File: config.mk
export PLATFORM = sky130hd
export DESIGN_NAME = etdff_top
export DESIGN_NICKNAME = d
export VERILOG_FILES = /design/src/design/etdff_pkg.sv /design/src/design/etdff_top.sv
export SDC_FILE = /design/constraint.sdc
export NUM_CORES = 1
export LEC_CHECK = 0
export ABC_AREA = 1
export BUFFER_PORTS_ARGS = -buffer_cell sky130_fd_sc_hd__buf_4
export CAP_MARGIN = 20
export CORE_MARGIN = 2
export CORE_UTILIZATION = 27
export DETAILED_ROUTE_END_ITERATION = 7
export SLEW_MARGIN = 40
export SYNTH_ARGS = -nofsm -noshare
export SYNTH_HDL_FRONTEND = slang
export SYNTH_SLANG_ARGS = --single-unit
File: constraint.sdc
create_clock -name ref_clk -period 2.35 [get_ports ref_clk]
set_input_delay 0.235 -clock ref_clk [delete_from_list [all_inputs] [get_ports ref_clk]]
set_output_delay 0.235 -clock ref_clk [all_outputs]
set_load 0.005 [all_outputs]
File: src/design/etdff_pkg.sv
package etdff_pkg;

  // ==========================================================
  // Timing
  // ==========================================================
  localparam int unsigned CLK_PERIOD_NS = 20;
  localparam int unsigned CNT_W         = 16;

  localparam int unsigned LATENCY_DEF_NS = 40;
  localparam int unsigned MINW_DEF_NS    = 20;
  localparam int unsigned SRDLY_DEF_NS   = 40;

  localparam logic [CNT_W-1:0] LATENCY_DEF =
    CNT_W'((LATENCY_DEF_NS + CLK_PERIOD_NS - 1) / CLK_PERIOD_NS);
  localparam logic [CNT_W-1:0] MINW_DEF    =
    CNT_W'((MINW_DEF_NS + CLK_PERIOD_NS - 1) / CLK_PERIOD_NS);
  localparam logic [CNT_W-1:0] SRDLY_DEF   =
    CNT_W'((SRDLY_DEF_NS + CLK_PERIOD_NS - 1) / CLK_PERIOD_NS);
  localparam logic [CNT_W-1:0] CNT_ONE     = 16'h0001;
  localparam logic [CNT_W-1:0] CNT_MAX     = 16'hffff;

  // ==========================================================
  // Register map
  // ==========================================================
  localparam int unsigned ADDR_W = 4;
  localparam int unsigned DATA_W = 32;

  localparam logic [ADDR_W-1:0] ADDR_CTRL    = 4'h0;
  localparam logic [ADDR_W-1:0] ADDR_LATENCY = 4'h4;
  localparam logic [ADDR_W-1:0] ADDR_MINW    = 4'h8;
  localparam logic [ADDR_W-1:0] ADDR_SRDLY   = 4'hc;

  localparam int unsigned CTRL_EDGE_BIT  = 0;
  localparam int unsigned CTRL_PWRON_BIT = 1;
  localparam int unsigned CTRL_SREN_BIT  = 2;
  localparam int unsigned STAT_Q_BIT     = 8;
  localparam int unsigned STAT_BUSY_BIT  = 9;
  localparam int unsigned STAT_SR_BIT    = 10;

  localparam logic EDGE_0_TO_1 = 1'b0;
  localparam logic EDGE_1_TO_0 = 1'b1;
  localparam logic EDGE_RST    = EDGE_0_TO_1;
  localparam logic PWRON_RST   = 1'b0;
  localparam logic SREN_RST    = 1'b0;

  typedef enum logic [1:0] {
    ETDFF_IDLE  = 2'b00,
    ETDFF_WIDTH = 2'b01,
    ETDFF_HOLD  = 2'b11
  } etdff_state_t;

endpackage : etdff_pkg

File: src/design/etdff_top.sv
`timescale 1ns/10ps
`default_nettype none

module etdff_top (
  input  wire logic                           ref_clk,
  input  wire logic                           rst_n,
  input  wire logic [etdff_pkg::ADDR_W-1:0]   reg_addr,
  input  wire logic [etdff_pkg::DATA_W-1:0]   reg_wdata,
  input  wire logic                           reg_wr,
  input  wire logic                           reg_rd,
  output logic      [etdff_pkg::DATA_W-1:0]   reg_rdata,
  input  wire logic                           ff_clk_in,
  input  wire logic                           ff_data_in,
  input  wire logic                           ff_set_in,
  input  wire logic                           ff_reset_in,
  output logic                                ff_q_out
);
  import etdff_pkg::*;

  // ==========================================================
  // Helpers
  // ==========================================================
  function automatic logic active_level(input logic sel, input logic lvl);
    active_level = (sel == EDGE_1_TO_0) ? ~lvl : lvl;
  endfunction : active_level

  function automatic logic [CNT_W-1:0] nonzero(input logic [DATA_W-1:0] v);
    nonzero = (v[CNT_W-1:0] == '0) ? CNT_ONE : v[CNT_W-1:0];
  endfunction : nonzero

  // ==========================================================
  // Configuration registers
  // ==========================================================
  logic             edge_sel_q,  edge_sel_d;
  logic             pwron_q,     pwron_d;
  logic             sren_q,      sren_d;
  logic [CNT_W-1:0] edge_to_q_latency_q, edge_to_q_latency_d;
  logic [CNT_W-1:0] minw_q,      minw_d;
  logic [CNT_W-1:0] srdly_q,     srdly_d;
  logic [DATA_W-1:0] rdata_q,    rdata_d;

  // Core state, declared here for status readback
  etdff_state_t     state_q,     state_d;
  logic             q_q,         q_d;
  logic             sr_act_q,    sr_act_d;

  always_comb begin
    edge_sel_d          = edge_sel_q;
    pwron_d             = pwron_q;
    sren_d              = sren_q;
    edge_to_q_latency_d = edge_to_q_latency_q;
    minw_d              = minw_q;
    srdly_d             = srdly_q;
    rdata_d             = '0;
    if (reg_wr) begin
      case (reg_addr)
        ADDR_CTRL: begin
          edge_sel_d = reg_wdata[CTRL_EDGE_BIT];
          pwron_d    = reg_wdata[CTRL_PWRON_BIT];
          sren_d     = reg_wdata[CTRL_SREN_BIT];
        end
        ADDR_LATENCY: edge_to_q_latency_d = nonzero(reg_wdata);
        ADDR_MINW:    minw_d              = nonzero(reg_wdata);
        ADDR_SRDLY:   srdly_d             = nonzero(reg_wdata);
        default: ;
      endcase
    end
    if (reg_rd) begin
      case (reg_addr)
        ADDR_CTRL: begin
          rdata_d[CTRL_EDGE_BIT]  = edge_sel_q;
          rdata_d[CTRL_PWRON_BIT] = pwron_q;
          rdata_d[CTRL_SREN_BIT]  = sren_q;
          rdata_d[STAT_Q_BIT]     = q_q;
          rdata_d[STAT_BUSY_BIT]  = (state_q != ETDFF_IDLE);
          rdata_d[STAT_SR_BIT]    = sr_act_q;
        end
        ADDR_LATENCY: rdata_d[CNT_W-1:0] = edge_to_q_latency_q;
        ADDR_MINW:    rdata_d[CNT_W-1:0] = minw_q;
        ADDR_SRDLY:   rdata_d[CNT_W-1:0] = srdly_q;
        default:      rdata_d = '0;
      endcase
    end
  end

  always_ff @(posedge ref_clk or negedge rst_n) begin
    if (!rst_n) begin
      edge_sel_q          <= EDGE_RST;
      pwron_q             <= PWRON_RST;
      sren_q              <= SREN_RST;
      edge_to_q_latency_q <= LATENCY_DEF;
      minw_q              <= MINW_DEF;
      srdly_q             <= SRDLY_DEF;
      rdata_q             <= '0;
    end else begin
      edge_sel_q          <= edge_sel_d;
      pwron_q             <= pwron_d;
      sren_q              <= sren_d;
      edge_to_q_latency_q <= edge_to_q_latency_d;
      minw_q              <= minw_d;
      srdly_q             <= srdly_d;
      rdata_q             <= rdata_d;
    end
  end

  assign reg_rdata = rdata_q;

  // ==========================================================
  // Flip-flop core
  // ==========================================================
  logic             clk_prev_q,  clk_prev_d;
  logic             started_q,   started_d;
  logic             cap_q,       cap_d;
  logic [CNT_W-1:0] elapsed_q,   elapsed_d;
  logic             sr_val_q,    sr_val_d;
  logic [CNT_W-1:0] sr_cnt_q,    sr_cnt_d;
  logic             trig_edge;
  logic             trig_lvl;
  logic             sr_req;
  logic             sr_tgt;

  assign trig_lvl  = active_level(edge_sel_q, ff_clk_in);
  assign trig_edge = trig_lvl & ~active_level(edge_sel_q, clk_prev_q);
  assign sr_req    = sren_q & (ff_set_in | ff_reset_in);
  assign sr_tgt    = ~ff_reset_in;  // Reset wins over set

  always_comb begin
    clk_prev_d = ff_clk_in;
    state_d    = state_q;
    q_d        = q_q;
    started_d  = started_q;
    cap_d      = cap_q;
    elapsed_d  = (elapsed_q == CNT_MAX) ? elapsed_q : elapsed_q + CNT_ONE;
    sr_act_d   = sr_act_q;
    sr_val_d   = sr_val_q;
    sr_cnt_d   = sr_cnt_q;

    if (!started_q) begin
      q_d = pwron_q;
    end

    // Set/reset path, own delay, glitches absorbed
    if (!sr_req) begin
      sr_act_d = 1'b0;
      sr_cnt_d = '0;
    end else if (!sr_act_q || sr_val_q != sr_tgt) begin
      sr_act_d = 1'b1;
      sr_val_d = sr_tgt;
      sr_cnt_d = CNT_ONE;
    end else begin
      sr_cnt_d = (sr_cnt_q == CNT_MAX) ? sr_cnt_q : sr_cnt_q + CNT_ONE;
      if (sr_cnt_q >= srdly_q) begin
        q_d       = sr_val_q;
        started_d = 1'b1;
      end
    end

    if (sr_req) begin
      state_d = ETDFF_IDLE;
    end else if (trig_edge) begin
      // A newer edge cancels any pending update
      state_d   = ETDFF_WIDTH;
      cap_d     = ff_data_in;
      elapsed_d = CNT_ONE;
    end else begin
      case (state_q)
        ETDFF_IDLE: state_d = ETDFF_IDLE;
        ETDFF_WIDTH: begin
          if (!trig_lvl) begin
            state_d = ETDFF_IDLE;
          end else if (elapsed_q >= minw_q) begin
            if (elapsed_q >= edge_to_q_latency_q) begin
              q_d       = cap_q;
              started_d = 1'b1;
              state_d   = ETDFF_IDLE;
            end else begin
              state_d = ETDFF_HOLD;
            end
          end
        end
        ETDFF_HOLD: begin
          if (elapsed_q >= edge_to_q_latency_q) begin
            q_d       = cap_q;
            started_d = 1'b1;
            state_d   = ETDFF_IDLE;
          end
        end
        default: state_d = ETDFF_IDLE;
      endcase
    end
  end

  always_ff @(posedge ref_clk or negedge rst_n) begin
    if (!rst_n) begin
      clk_prev_q <= 1'b0;
      state_q    <= ETDFF_IDLE;
      q_q        <= PWRON_RST;
      started_q  <= 1'b0;
      cap_q      <= 1'b0;
      elapsed_q  <= '0;
      sr_act_q   <= 1'b0;
      sr_val_q   <= 1'b0;
      sr_cnt_q   <= '0;
    end else begin
      clk_prev_q <= clk_prev_d;
      state_q    <= state_d;
      q_q        <= q_d;
      started_q  <= started_d;
      cap_q      <= cap_d;
      elapsed_q  <= elapsed_d;
      sr_act_q   <= sr_act_d;
      sr_val_q   <= sr_val_d;
      sr_cnt_q   <= sr_cnt_d;
    end
  end

  assign ff_q_out = q_q;

endmodule : etdff_top

`default_nettype wire

==> results.tsv <==
stage	metric	value	unit
cts	Root Buffer	clkbuf_16	
worst_setup_path	Worst Setup SP	elapsed_q[15]	
timing	Setup violations, final	0	
detailed_routing	routed length on met3	579	um
worst_setup_path	number of cells on the worst reg-to-reg path	7	
detailed_routing	final WL	16300	um
detailed_routing	remaining antenna violation count	0	
yosys	post-synthesis sequential area ratio	41.7	%
die	# IOs	77	
detailed_routing	iteration-0 DRC count of the detailed router	304	
worst_setup_path	Critical Path RT	2.60	ns
yosys	synthesized flop and latch total	107	
detailed_routing	Max Used Layer	met4	
die	die width	158	um
place	post-DP HPWL	12800	um
detailed_routing	DRT Pass-1 Iters	4	
yosys	YS warnings	0	
timing	Final Skew	0.0108	ns
worst_setup_path	Reg-to-Reg End	state_q[0]	
yosys	synthesized cell area	0.00642	mm2
cts	Clock transition at path regs	0.08	ns
cts	CTS Buffer Depth	2	
cts	Inserted Clock Buffers	9	
detailed_routing	Vias	5370	
place	Setup WS pre-CTS	0.448	ns
min_path	hold_sp	ff_data_in	
grt	GRT Util Overall	13.9	%
die	die area	0.0250	mm2
cts	clock tree from TritonCTS	yes	
timing	worst slew pin tran	0.609	ns
finish	final net count	957	
grt	pin count of the biggest net entering global routing	46	
timing	RSZ-0062 raised after global routing	false	
worst_setup_path	critical path class	register to register	
place	global placer's final weighted congestion	0.863	
finish	commonest non-fill, non-tap cells in the layout	nand2_1, inv_1, dfrtp_1	
power	Sw Share	35.3	%
cts	Post-CTS Hold Buffers	2	
timing	count of pins over their slew limit	0	
power	Comb pwr share	26.1	%
yosys	post-synthesis async set-or-reset flop share	100	%
cts	Clock Latency Late Sink	0.36	ns
die	initial core utilization	27.4	%
cts	postcts setup bufs	0	
detailed_routing	Via density	4.52	
power	NetSw	1840	uW
die	core area	0.0234	mm2
timing	FMAX	527	MHz
timing	Hold Vio Cnt, Final	0	
timing	max_slew headroom	59.1	%
worst_setup_path	crit path DAT	2.15	ns
power	Static Leak	0.00379	uW
run_status	status	finished clean	
detailed_routing	DRC	0	
timing	Final TNS setup	0	ns
worst_setup_path	largest fanout on the critical path	7	
yosys	Gate Count Post-Synth	809	
worst_setup_path	RR Startpoint	elapsed_q[15]	
worst_setup_path	endpoint class of the critical path	register	
worst_setup_path	critical path endpoint	state_q[0]	
power	Clk pwr share	28.0	%
detailed_routing	DRT met1 WL	7400	um
detailed_routing	wire length per cell	13.7	um
finish	commonest non-fill, non-tap cell in the layout	nand2_1	
grt	grt ovf	0	
power	Worst IR Drop VDD	352	uV
die	row cnt	56	
die	Die Ht	158	um
cts	CTS HTree Levels	3	
yosys	Post-synth EDFFs	0	
min_path	worst min path class	input pin to register	
grt	vias in the first global route	5141	
power	Power Density	701	mW/mm2
cts	Post-CTS Resized	0	
worst_setup_path	flop2flop setup slack	0.45	ns
detailed_routing	metal2 WL	8110	um
worst_setup_path	startpoint type of the worst setup path	register	
grt	first-pass GRT wire length	26900	um
timing	final worst path period share	80.8	%
yosys	Avg Cell Area, Syn	7.94	um2
timing	fin crit period	1.90	ns
cts	CTS Sinks	107	
yosys	Yosys cell types	47	
yosys	leading register cell type out of synthesis	dfrtp_1	
timing	setup ws final	0.451	ns
finish	area grow syn2layout	15.7	%
timing	hold slack	0.0715	ns
power	Seq pwr share	45.9	%
place	IO buf count	44	
grt	initial antenna violation count	1	
run	Max-cap violations	0	
power	Internal Power	3380	uW
finish	layout cell share with drive strength beyond 1	12.9	%
-- cells in the mapped netlist, types with 3 or more instances --
cell type,instances,area share [%]
nand2_1,195,11
inv_1,123,7.2
dfrtp_1,104,41
o21ai_1,53,4.1
nor2_1,52,3.0
ha_1,50,9.7
nand3_1,32,2.5
a21oi_1,29,2.3
o21ai_0,23,1.8
buf_4,17,2.0
nand4_1,15,1.5
inv_2,14,0.82
clkbuf_1,11,0.64
nor3_1,11,0.86
o221ai_1,10,1.4
xor2_1,8,1.1
a221oi_1,5,0.68
nand2_2,4,0.39
a21oi_2,3,0.41
a31oi_1,3,0.29
dfstp_2,3,1.2
nand3b_1,3,0.35
nor2_4,3,0.53
nor3_4,3,0.76
nor4_1,3,0.29
-- registers in the layout (all words and copies together) (netlist names) --
| register | cells |
|---|---|
| clk_prev_q | 1 |
| state_q | 2 |
| edge_to_q_latency_q | 16 |
| sren_q | 1 |
| elapsed_q | 16 |
| pwron_q | 1 |
| srdly_q | 16 |
| edge_sel_q | 1 |
| ff_q_out | 1 |
| cap_q | 1 |
| minw_q | 16 |
| sr_val_q | 1 |
| sr_cnt_q | 16 |
| started_q | 1 |
| reg_rdata | 16 |
| sr_act_q | 1 |
-- critical path, stage by stage, from the launching register on --
cell and delay, ns:
dfrtp_1 0.47, ha_1 0.34, nand2_1 0.09, nor3_1 0.29, nand3_1 0.14, nand3_1 0.18
o21ai_0 0.09, or2_1 0.20
-- kinds of logic (layout without fill, tap and decap cells) --
logic type,after synthesis,after routing,synth area share (%)
simple gates,332,332,23.4
buf+inv,168,212,10.9
compound gates,140,140,12.7
flops,107,107,41.7
fa+ha+maj,50,50,9.74
xor+xnor,10,10,1.36
other cells,1,17,0.0584
mux,1,1,0.175
-- cell type report --
type | instances | area (um2)
antenna | 1 | 2.50
tap | 319 | 399
sequential | 107 | 2680
timing repair buffer | 58 | 453
multi-input combinational | 549 | 3100
clock buffer | 10 | 229
fill | 2501 | 16000
inverter | 138 | 518
clock inverter | 6 | 48.8
-- worst min-delay path by stage --
| stage | end | cells past startpoint |
|---|---|---|
| after floorplan | cap_q | 0 |
| after global placement | srdly_q[15] | 1 |
| after detailed placement | srdly_q[15] | 1 |
| final | cap_q | 3 |
| after CTS | cap_q | 3 |
| after global routing | cap_q | 3 |
-- power by group through the flow --
stage	logic [uW]	clock network, uW	registers [uW]
finish	1360	1460	2390
global route	1600	1580	2440
CTS	1380	1500	2390
detailed placement	1370	0	2430
global placement	1330	0	2420
floorplan	987	0	2340
-- per-stage QoR --
step                util (%)  cell area (um2)  instances  power, uW
finish                  31.8             7430       1188       5210
global route            31.8             7430       1188       5620
CTS                     31.7             7430       1187       5270
detailed placement      30.5             7130       1169       3790
global placement        30.5             7130       1169       3750
floorplan                  -             6480        824       3330
-- routing by layer --
metal	vias up	GRT usage, %
met3	18	2.76
li1	2714	-
met4	0	3.86
met1	2547	17.5
met2	91	24.1
met5	-	0
No activity file was read; power rests on OpenSTA's default activity.
